===== src/shared/isr_pkg.sv =====
// Constants, command codes and carrier structs for the status reporting block
package isr_pkg;

  // Register widths
  localparam int SUM_W = 8;
  localparam int EVT_W = 8;
  localparam int LIA_W = 16;
  localparam int FLT_W = 8;
  localparam int DATA_W = 16;
  localparam int IDX_W = 4;

  // Serial-poll summary bit positions
  localparam int SUM_STORAGE_IDLE = 0;
  localparam int SUM_COMMAND_IDLE = 1;
  localparam int SUM_FAULT = 2;
  localparam int SUM_LOCKIN = 3;
  localparam int SUM_OUTPUT_PENDING = 4;
  localparam int SUM_EVENT = 5;
  localparam int SUM_SRQ = 6;
  localparam int SUM_SOURCES = 6;

  // Standard event bit positions
  localparam int EVT_INPUT_QUEUE_OVERFLOW = 0;
  localparam int EVT_OUTPUT_QUEUE_OVERFLOW = 2;
  localparam int EVT_RUN_FAULT = 4;
  localparam int EVT_ILLEGAL_COMMAND = 5;
  localparam int EVT_FRONT_PANEL_ACTIVITY = 6;
  localparam int EVT_POWER_ON = 7;

  // Lock-in condition bit positions
  localparam int LIA_REF_UNLOCK = 0;
  localparam int LIA_REF_OUT_OF_RANGE = 1;
  localparam int LIA_STORAGE_TRIGGERED = 3;
  localparam int LIA_SIGNAL_OVERLOAD = 4;
  localparam int LIA_IF_AMP_OVERLOAD = 5;
  localparam int LIA_FILTER_OVERLOAD = 6;
  localparam int LIA_REF_CHANGE = 7;
  localparam int LIA_CHANNEL_ONE_OVERLOAD = 8;
  localparam int LIA_CHANNEL_TWO_OVERLOAD = 9;
  localparam int LIA_AUX_OVERLOAD = 10;
  localparam int LIA_RATIO_UNDERFLOW = 11;

  // Fault bit positions
  localparam int FLT_BATTERY_FAIL = 1;
  localparam int FLT_RAM_TEST_FAIL = 2;
  localparam int FLT_LOGIC_SELFTEST_FAIL = 3;
  localparam int FLT_ROM_TEST_FAIL = 4;
  localparam int FLT_FAST_TRANSFER_ABORT = 5;
  localparam int FLT_DSP_TEST_FAIL = 6;
  localparam int FLT_MATH_FAULT = 7;

  // Implemented status bits; all other flag and summary bits read zero
  localparam logic [SUM_W-1:0] SUM_VALID = 8'h7F;
  localparam logic [EVT_W-1:0] EVT_VALID = 8'hF5;
  localparam logic [LIA_W-1:0] LIA_VALID = 16'h0FFB;
  localparam logic [FLT_W-1:0] FLT_VALID = 8'hFE;

  // Reset values
  localparam logic [DATA_W-1:0] FLAGS_RESET = 16'h0000;
  localparam logic [DATA_W-1:0] ENABLE_RESET = 16'h0000;

  typedef enum logic [3:0] {
    OP_NONE = 4'h0,
    OP_SUMMARY_READ = 4'h1,
    OP_EVENT_REGISTER_READ = 4'h2,
    OP_LOCKIN_REGISTER_READ = 4'h3,
    OP_FAULT_REGISTER_READ = 4'h4,
    OP_SUMMARY_ENABLE_WRITE = 4'h5,
    OP_EVENT_ENABLE_WRITE = 4'h6,
    OP_LOCKIN_ENABLE_WRITE = 4'h7,
    OP_FAULT_ENABLE_WRITE = 4'h8,
    OP_SUMMARY_ENABLE_READ = 4'h9,
    OP_EVENT_ENABLE_READ = 4'hA,
    OP_LOCKIN_ENABLE_READ = 4'hB,
    OP_FAULT_ENABLE_READ = 4'hC,
    OP_CLEAR_ALL_STATUS = 4'hD
  } isr_op_e;

  typedef enum logic {
    CMD_IDLE = 1'b0,
    CMD_ANSWER = 1'b1
  } isr_cmd_state_e;

  typedef struct packed {
    isr_op_e op;
    logic whole;
    logic [IDX_W-1:0] bit_index;
    logic [DATA_W-1:0] value;
  } isr_cmd_s;

  typedef struct packed {
    logic input_queue_overflow;
    logic output_queue_overflow;
    logic run_fault;
    logic illegal_command;
    logic front_panel_activity;
  } isr_std_event_s;

  typedef struct packed {
    logic ref_unlock;
    logic ref_out_of_range;
    logic storage_triggered;
    logic signal_overload;
    logic if_amp_overload;
    logic filter_overload;
    logic ref_change;
    logic channel_one_overload;
    logic channel_two_overload;
    logic aux_overload;
    logic ratio_underflow;
  } isr_lockin_event_s;

  typedef struct packed {
    logic battery_fail;
    logic ram_test_fail;
    logic logic_selftest_fail;
    logic rom_test_fail;
    logic fast_transfer_abort;
    logic dsp_test_fail;
    logic math_fault;
  } isr_fault_event_s;

endpackage


===== src/logic/isr_sticky_reg.sv =====
// Sticky event register with per-bit clear; a set in the clear cycle wins
`timescale 1ns/10ps
`default_nettype none

module isr_sticky_reg
  import isr_pkg::*;
#(
  parameter int W = 8,
  parameter logic [W-1:0] VALID = '1,
  parameter logic [W-1:0] RESET_VALUE = '0
)
(
  // Clock and reset
  input wire logic core_clk,
  input wire logic reset,
  // Set and clear requests
  input wire logic [W-1:0] set_bits,
  input wire logic [W-1:0] clear_bits,
  // Stored flags
  output logic [W-1:0] flags
);

  always_ff @(posedge core_clk)
  begin
    if (reset)
    begin
      flags <= RESET_VALUE;
    end
    else
    begin
      // Unused positions never set
      flags <= ((flags & ~clear_bits) | set_bits) & VALID;
    end
  end

endmodule // isr_sticky_reg

`default_nettype wire


===== src/logic/isr_status_top.sv =====
// Status reporting: four status registers, enables, roll-up and service request
`timescale 1ns/10ps
`default_nettype none

module isr_status_top
  import isr_pkg::*;
(
  // Clock and reset
  input wire logic core_clk,
  input wire logic reset,
  // Live instrument conditions
  input wire logic storage_running,
  input wire logic command_busy,
  input wire logic output_pending,
  // Event pulses
  input wire isr_std_event_s std_event,
  input wire isr_lockin_event_s lockin_event,
  input wire isr_fault_event_s fault_event,
  // Queue flush on overflow
  output logic queue_flush,
  // Command port
  input wire logic cmd_valid,
  input wire isr_cmd_s cmd,
  output logic cmd_ready,
  output logic rsp_valid,
  output logic [DATA_W-1:0] rsp_data,
  // Serial poll
  input wire logic poll_strobe,
  output logic poll_valid,
  output logic [SUM_W-1:0] poll_byte,
  output logic service_request
);

  function automatic logic [DATA_W-1:0] isr_onehot(input logic [IDX_W-1:0] idx);
    isr_onehot = 16'h0001 << idx;
  endfunction

  // Clear mask for a read: whole register or only the addressed bit
  function automatic logic [DATA_W-1:0] isr_read_clear(input logic whole,
                                                       input logic [IDX_W-1:0] idx);
    isr_read_clear = whole ? 16'hFFFF : isr_onehot(idx);
  endfunction

  isr_cmd_state_e cmd_state;
  logic take;
  logic pon_armed;
  logic [EVT_W-1:0] evt_flags;
  logic [LIA_W-1:0] lia_flags;
  logic [FLT_W-1:0] flt_flags;
  logic [EVT_W-1:0] evt_set;
  logic [LIA_W-1:0] lia_set;
  logic [FLT_W-1:0] flt_set;
  logic [DATA_W-1:0] evt_clear;
  logic [DATA_W-1:0] lia_clear;
  logic [DATA_W-1:0] flt_clear;
  logic [SUM_W-1:0] sum_enable;
  logic [EVT_W-1:0] evt_enable;
  logic [LIA_W-1:0] lia_enable;
  logic [FLT_W-1:0] flt_enable;
  logic [SUM_W-1:0] summary_live;
  logic [SUM_SOURCES-1:0] sum_enabled;
  logic [SUM_SOURCES-1:0] sum_enabled_prev;
  logic [SUM_SOURCES-1:0] sum_rise;
  logic [SUM_W-1:0] stb_value;
  logic srq_pending;
  logic [DATA_W-1:0] next_rsp_data;

  assign take = cmd_valid && cmd_ready;
  assign cmd_ready = (cmd_state == CMD_IDLE);

  // Command handshake: one answer cycle after each accepted command
  always_ff @(posedge core_clk)
  begin
    if (reset)
    begin
      cmd_state <= CMD_IDLE;
    end
    else
    begin
      case (cmd_state)
        CMD_IDLE:
        begin
          if (cmd_valid)
          begin
            cmd_state <= CMD_ANSWER;
          end
        end
        CMD_ANSWER:
        begin
          cmd_state <= CMD_IDLE;
        end
        default:
        begin
          cmd_state <= CMD_IDLE;
        end
      endcase
    end
  end

  // Power-on flag is raised by the first edge after reset release
  always_ff @(posedge core_clk)
  begin
    if (reset)
    begin
      pon_armed <= 1'b1;
    end
    else
    begin
      pon_armed <= 1'b0;
    end
  end

  always_comb
  begin
    evt_set = '0;
    evt_set[EVT_INPUT_QUEUE_OVERFLOW] = std_event.input_queue_overflow;
    evt_set[EVT_OUTPUT_QUEUE_OVERFLOW] = std_event.output_queue_overflow;
    evt_set[EVT_RUN_FAULT] = std_event.run_fault;
    evt_set[EVT_ILLEGAL_COMMAND] = std_event.illegal_command;
    evt_set[EVT_FRONT_PANEL_ACTIVITY] = std_event.front_panel_activity;
    evt_set[EVT_POWER_ON] = pon_armed;
  end

  always_comb
  begin
    lia_set = '0;
    lia_set[LIA_REF_UNLOCK] = lockin_event.ref_unlock;
    lia_set[LIA_REF_OUT_OF_RANGE] = lockin_event.ref_out_of_range;
    lia_set[LIA_STORAGE_TRIGGERED] = lockin_event.storage_triggered;
    lia_set[LIA_SIGNAL_OVERLOAD] = lockin_event.signal_overload;
    lia_set[LIA_IF_AMP_OVERLOAD] = lockin_event.if_amp_overload;
    lia_set[LIA_FILTER_OVERLOAD] = lockin_event.filter_overload;
    lia_set[LIA_REF_CHANGE] = lockin_event.ref_change;
    lia_set[LIA_CHANNEL_ONE_OVERLOAD] = lockin_event.channel_one_overload;
    lia_set[LIA_CHANNEL_TWO_OVERLOAD] = lockin_event.channel_two_overload;
    lia_set[LIA_AUX_OVERLOAD] = lockin_event.aux_overload;
    lia_set[LIA_RATIO_UNDERFLOW] = lockin_event.ratio_underflow;
  end

  always_comb
  begin
    flt_set = '0;
    flt_set[FLT_BATTERY_FAIL] = fault_event.battery_fail;
    flt_set[FLT_RAM_TEST_FAIL] = fault_event.ram_test_fail;
    flt_set[FLT_LOGIC_SELFTEST_FAIL] = fault_event.logic_selftest_fail;
    flt_set[FLT_ROM_TEST_FAIL] = fault_event.rom_test_fail;
    flt_set[FLT_FAST_TRANSFER_ABORT] = fault_event.fast_transfer_abort;
    flt_set[FLT_DSP_TEST_FAIL] = fault_event.dsp_test_fail;
    flt_set[FLT_MATH_FAULT] = fault_event.math_fault;
  end

  // Event, lockin and fault register reads clear what they return; clear-all leaves the enables alone
  always_comb
  begin
    evt_clear = '0;
    lia_clear = '0;
    flt_clear = '0;
    if (take)
    begin
      case (cmd.op)
        OP_EVENT_REGISTER_READ: evt_clear = isr_read_clear(cmd.whole, cmd.bit_index);
        OP_LOCKIN_REGISTER_READ: lia_clear = isr_read_clear(cmd.whole, cmd.bit_index);
        OP_FAULT_REGISTER_READ: flt_clear = isr_read_clear(cmd.whole, cmd.bit_index);
        OP_CLEAR_ALL_STATUS:
        begin
          evt_clear = 16'hFFFF;
          lia_clear = 16'hFFFF;
          flt_clear = 16'hFFFF;
        end
        default:
        begin
          evt_clear = '0;
        end
      endcase
    end
  end

  // Three sticky registers plus the live summary make the four
  isr_sticky_reg #(.W(EVT_W), .VALID(EVT_VALID), .RESET_VALUE(FLAGS_RESET[EVT_W-1:0]))
    u_evt_flags
  (
    .core_clk(core_clk),
    .reset(reset),
    .set_bits(evt_set),
    .clear_bits(evt_clear[EVT_W-1:0]),
    .flags(evt_flags)
  );

  isr_sticky_reg #(.W(LIA_W), .VALID(LIA_VALID), .RESET_VALUE(FLAGS_RESET[LIA_W-1:0]))
    u_lia_flags
  (
    .core_clk(core_clk),
    .reset(reset),
    .set_bits(lia_set),
    .clear_bits(lia_clear[LIA_W-1:0]),
    .flags(lia_flags)
  );

  isr_sticky_reg #(.W(FLT_W), .VALID(FLT_VALID), .RESET_VALUE(FLAGS_RESET[FLT_W-1:0]))
    u_flt_flags
  (
    .core_clk(core_clk),
    .reset(reset),
    .set_bits(flt_set),
    .clear_bits(flt_clear[FLT_W-1:0]),
    .flags(flt_flags)
  );

  // Enable registers: whole-value write or single-bit write
  always_ff @(posedge core_clk)
  begin
    if (reset)
    begin
      sum_enable <= ENABLE_RESET[SUM_W-1:0];
      evt_enable <= ENABLE_RESET[EVT_W-1:0];
      lia_enable <= ENABLE_RESET[LIA_W-1:0];
      flt_enable <= ENABLE_RESET[FLT_W-1:0];
    end
    else if (take)
    begin
      case (cmd.op)
        OP_SUMMARY_ENABLE_WRITE:
        begin
          if (cmd.whole)
            sum_enable <= cmd.value[SUM_W-1:0];
          else
            sum_enable[cmd.bit_index[2:0]] <= cmd.value[0];
        end
        OP_EVENT_ENABLE_WRITE:
        begin
          if (cmd.whole)
            evt_enable <= cmd.value[EVT_W-1:0];
          else
            evt_enable[cmd.bit_index[2:0]] <= cmd.value[0];
        end
        OP_LOCKIN_ENABLE_WRITE:
        begin
          if (cmd.whole)
            lia_enable <= cmd.value;
          else
            lia_enable[cmd.bit_index] <= cmd.value[0];
        end
        OP_FAULT_ENABLE_WRITE:
        begin
          if (cmd.whole)
            flt_enable <= cmd.value[FLT_W-1:0];
          else
            flt_enable[cmd.bit_index[2:0]] <= cmd.value[0];
        end
        default:
        begin
          sum_enable <= sum_enable;
        end
      endcase
    end
  end

  // Live summary; bit 6 is filled per reader below
  always_comb
  begin
    summary_live = '0;
    summary_live[SUM_STORAGE_IDLE] = ~storage_running;
    summary_live[SUM_COMMAND_IDLE] = ~command_busy;
    summary_live[SUM_FAULT] = |(flt_flags & flt_enable);
    summary_live[SUM_LOCKIN] = |(lia_flags & lia_enable);
    summary_live[SUM_OUTPUT_PENDING] = output_pending;
    summary_live[SUM_EVENT] = |(evt_flags & evt_enable);
  end

  assign sum_enabled = summary_live[SUM_SOURCES-1:0] & sum_enable[SUM_SOURCES-1:0];

  // Edge per source, so a bit that stays set asks only once
  genvar g;
  generate
    for (g = 0; g < SUM_SOURCES; g++)
    begin : g_rise
      assign sum_rise[g] = sum_enabled[g] & ~sum_enabled_prev[g];
    end
  endgenerate

  always_ff @(posedge core_clk)
  begin
    if (reset)
    begin
      sum_enabled_prev <= '0;
    end
    else
    begin
      sum_enabled_prev <= sum_enabled;
    end
  end

  // Pending request; a new rise in the poll cycle wins over the clear
  always_ff @(posedge core_clk)
  begin
    if (reset)
    begin
      srq_pending <= 1'b0;
    end
    else if (|sum_rise)
    begin
      srq_pending <= 1'b1;
    end
    else if (poll_strobe)
    begin
      srq_pending <= 1'b0;
    end
  end

  assign service_request = srq_pending;

  // Summary read shows bit 6 as any enabled summary bit, not the poll state
  always_comb
  begin
    stb_value = summary_live;
    stb_value[SUM_SRQ] = |sum_enabled;
    stb_value = stb_value & SUM_VALID;
  end

  // Poll answer carries the pending request captured before it clears
  always_ff @(posedge core_clk)
  begin
    if (reset)
    begin
      poll_valid <= 1'b0;
      poll_byte <= '0;
    end
    else
    begin
      poll_valid <= poll_strobe;
      if (poll_strobe)
      begin
        poll_byte <= (summary_live | ({7'h00, srq_pending} << SUM_SRQ)) & SUM_VALID;
      end
    end
  end

  always_comb
  begin
    case (cmd.op)
      OP_SUMMARY_READ: next_rsp_data = {8'h00, stb_value};
      OP_EVENT_REGISTER_READ: next_rsp_data = {8'h00, evt_flags};
      OP_LOCKIN_REGISTER_READ: next_rsp_data = lia_flags;
      OP_FAULT_REGISTER_READ: next_rsp_data = {8'h00, flt_flags};
      OP_SUMMARY_ENABLE_READ: next_rsp_data = {8'h00, sum_enable};
      OP_EVENT_ENABLE_READ: next_rsp_data = {8'h00, evt_enable};
      OP_LOCKIN_ENABLE_READ: next_rsp_data = lia_enable;
      OP_FAULT_ENABLE_READ: next_rsp_data = {8'h00, flt_enable};
      default: next_rsp_data = '0;
    endcase
    // Single-bit query returns only the addressed bit
    if (!cmd.whole)
    begin
      next_rsp_data = {15'h0000, next_rsp_data[cmd.bit_index]};
    end
  end

  // Answer is the value before the read's own clear takes effect
  always_ff @(posedge core_clk)
  begin
    if (reset)
    begin
      rsp_valid <= 1'b0;
      rsp_data <= '0;
    end
    else
    begin
      rsp_valid <= take;
      if (take)
      begin
        rsp_data <= next_rsp_data;
      end
    end
  end

  // Either overflow flushes both queues
  always_ff @(posedge core_clk)
  begin
    if (reset)
    begin
      queue_flush <= 1'b0;
    end
    else
    begin
      queue_flush <= std_event.input_queue_overflow | std_event.output_queue_overflow;
    end
  end

endmodule // isr_status_top

`default_nettype wire


===== config.mk =====
export PLATFORM = sky130hd
export DESIGN_NAME = isr_status_top
export DESIGN_NICKNAME = d
export VERILOG_FILES = /design/src/shared/isr_pkg.sv /design/src/logic/isr_sticky_reg.sv /design/src/logic/isr_status_top.sv
export SDC_FILE = /design/constraint.sdc
export NUM_CORES = 1
export LEC_CHECK = 0
export CAP_MARGIN = 30
export CORE_MARGIN = 2
export CORE_UTILIZATION = 55
export CTS_CLUSTER_DIAMETER = 40
export DETAILED_ROUTE_END_ITERATION = 6
export DONT_BUFFER_PORTS = 1
export HOLD_SLACK_MARGIN = 0.15
export PLACE_DENSITY = 0.7
export SLEW_MARGIN = 10
export SYNTH_ARGS = -nofsm -noshare
export SYNTH_HDL_FRONTEND = slang
export SYNTH_SLANG_ARGS = --single-unit

===== constraint.sdc =====
create_clock -name core_clk -period 2.22 [get_ports core_clk]
set_clock_uncertainty 0.15 [all_clocks]
set_input_delay 0 -clock core_clk [delete_from_list [all_inputs] [get_ports core_clk]]
set_output_delay 0 -clock core_clk [all_outputs]
set_load 0.1 [all_outputs]

==> results.json <==
{
  "clock_latency_ns": 0.38,
  "rrSetupSlack_ns": 0.01,
  "die_x_um": 101,
  "clk_path_buf_depth": 2,
  "power_mw": 3.72,
  "max_slew_margin": 0.435,
  "syn_avg_cell_area_um2": 7.64,
  "syn_area_mm2": 0.00515,
  "rows": 35,
  "final_cell_mix": "dlygate4sd3_1, nor2_1, dfxtp_1, a21oi_1, nand2_1",
  "min-delay-start": "cmd[18]",
  "antenna_left": 0,
  "final_common_cell": "dlygate4sd3_1",
  "ys_types": 59,
  "multi_input_area_mm2": 0.00288,
  "setup_violations": 9,
  "grtUsageTotal": 0.386,
  "grt_overflow_total": 0,
  "synth_top_cell_by_area": "dfxtp_1",
  "synth_flop_cell": "dfxtp_1",
  "reg2reg_from": "cmd_state",
  "p_int_mw": 2.57,
  "fillers": 669,
  "drt_iter0_markers": 833,
  "whs_path_depth": 3,
  "cp_max_fo": 8,
  "finalCritPeriodShare": 1.07,
  "pwr-share-comb": 0.209,
  "cp-start-kind": "primary input",
  "synth_top_area_frac": 0.385,
  "drv_slew": 0,
  "cp.arrival_ns": 2.48,
  "grt_pass1_wl_mm": 30.1,
  "drt-total-wl_mm": 20.6,
  "dp_cells": 773,
  "leakage_nw": 2.66,
  "status": "complete, but fails checks",
  "first_pass_iters": 7,
  "async_flop_share": 0,
  "cts.sinks": 99,
  "synth_edf_count": 0,
  "design_area_mm2": 0.00703,
  "cts_buffers": 9,
  "syn_nets": 730,
  "powerDensity_mw_per_mm2": 530,
  "ys_ff_latch": 99,
  "period_minus_slack_ns": 2.37,
  "synthTopCellsByArea": "dfxtp_1, a21oi_1, nor2_1",
  "ff_latch_area_mm2": 0.00198,
  "coreArea_mm2": 0.00915,
  "maxCapViolations": 0,
  "switchingPower_mw": 1.15,
  "dpl-instance-area_mm2": 0.00533,
  "netlist_instances": 675,
  "clk_pin_slew_worst_paths_ns": 0.09,
  "die-height_um": 101,
  "whs_ns": -0.197,
  "cp.required_ns": 2.32,
  "worst_slack_ns": -0.154,
  "final_nets": 877,
  "seq_power_share": 0.505,
  "grt_max_degree": 100,
  "clockRootBuffer": "clkbuf_8",
  "fin_cells": 937,
  "io_pins": 84,
  "syn_to_final_growth_pct": 36.3,
  "htreeDepth": 3,
  "num_vias": 6151,
  "failed_checks": "negative hold slack, negative setup slack",
  "clock_power_share": 0.286,
  "r2r_cells": 6,
  "rsz0062_at_grt": "true",
  "hold_viol": 14,
  "cts_tree": "done",
  "switching_share": 0.310,
  "worstHoldEndpoint": "sum_enable[6]",
  "drc": 0,
  "gp_congestion": 1.03,
  "drive_gt1_frac": 0.0945,
  "clock.fmax_mhz": 421,
  "dp_hpwl_mm": 12.4,
  "min_path_type": "in -> reg",
  "antenna_found_initial": 1,
  "cp-end-kind": "register",
  "viasPerCell": 6.56,
  "critical_path_class": "in -> reg",
  "initial_utilization": 0.563,
  "die_area_mm2": 0.0102,
  "yosysSeqAreaShare": 0.385,
  "max_slew.worst_pin.slew_ns": 0.840,
  "rr_endpoint": "sum_enable[7]",
  "wl_per_cell_um": 22.0,
  "io_buffers": 0,
  "vdd_ir_drop_max_v": 0.000362,
  "yosys_warnings": 0,
  "grt_pass1_vias": 5724
}
==> logic make-up (layout without fill, tap and decap cells) <==
kind of cell	after synthesis	count (layout)	synth area share
AO/OA/AOI/OAI	213	213	0.252
multiplexers	17	17	0.0396
other	1	2	0.000728
AND/OR/NAND/NOR	283	283	0.263
buffers and inverters	62	212	0.0597
flip-flops	99	99	0.385
==> cells in the mapped netlist, drive strengths merged (4+ instances only) <==
library cell and n:
nor2 109, dfxtp 99, a21oi 92, nand2 58
nor2b 29, clkbuf 28, nor3 28, o21ai 28
buf 27, o22ai 19, a31oi 17, nand3 15
mux2i 11, a22oi 10, a21o 9, nand2b 8
inv 7, nand4 7, and2 6, a211oi 5
a22o 5, and3 5, a32oi 4, mux2 4
==> worst max path at each step <==
| stage | startpoint | endpoint | slack (ns) |
|---|---|---|---|
| after floorplan | cmd_state | rsp_data[2] | 0.28 |
| after global placement | u_lia_flags.flags[7] | rsp_data[6] | 0.24 |
| after detailed placement | u_lia_flags.flags[7] | rsp_data[6] | 0.27 |
| after CTS | cmd_state | flt_enable[0] | 0.02 |
| after global routing | cmd[0] | lia_enable[2] | -0.11 |
| final | cmd[0] | lia_enable[3] | -0.15 |
==> area by class of cell <==
class	instances	share of cell area
well taps	111	0.0198
clock buffers	9	0.0176
flip-flops and latches	99	0.282
diodes	1	0.000356
clock inverters	5	0.00552
inverters	7	0.00427
multi-input cells	514	0.410
repair buffers	191	0.261
==> sequential cells by signal (all words and copies together), names as in the netlist, 6 cells and up <==
| name | cells |
|---|---|
| u_evt_flags.flags | 6 |
| evt_enable | 8 |
| poll_byte | 7 |
| flt_enable | 8 |
| rsp_data | 16 |
| sum_enabled_prev | 6 |
| u_flt_flags.flags | 7 |
| u_lia_flags.flags | 11 |
| lia_enable | 16 |
| sum_enable | 8 |
==> metal layers <==
metal / share of wire / global-route usage / vias up
met4: 0.048 / 0.174 / 0
met5: 0 / 0 / -
met2: 0.45 / 0.611 / 460
met3: 0.13 / 0.112 / 118
li1: - / - / 2711
met1: 0.38 / 0.486 / 2862
==> power by group through the flow <==
stage	clock network [mW]	logic [mW]	registers, mW
floorplan	0	0.350	1.99
global placement	0	0.462	1.92
detailed placement	0	0.466	1.92
CTS	1.08	0.709	1.88
global route	1.14	0.810	1.88
finish	1.06	0.776	1.88
==> per-stage QoR <==
step | setup TNS (ns) | utilization | setup WS, ns
after floorplan | 0 | - | 0.276
after global placement | 0 | 0.583 | 0.244
after detailed placement | 0 | 0.583 | 0.265
after CTS | 0 | 0.749 | 0.0240
after global routing | -0.597 | 0.767 | -0.113
final | -0.744 | 0.768 | -0.154
==> what timing repair did <==
action / 4_1_cts / 5_1_grt
buffers inserted: 0 / 2
setup endpoints to repair: 0 / 34
endpoints found under the hold margin: 99 / 32
resized for setup: 0 / 5
hold buffers: 133 / 14
==> worst max-delay path, cell delays in order <==
cell           delay [ns]
dlygate4sd3_1        0.77
nor4_1               0.72
a21oi_1              0.14
dlygate4sd3_1        0.60
o22ai_1              0.17
nor2_1               0.06
Note: power is estimated with default switching activity, not from simulation.
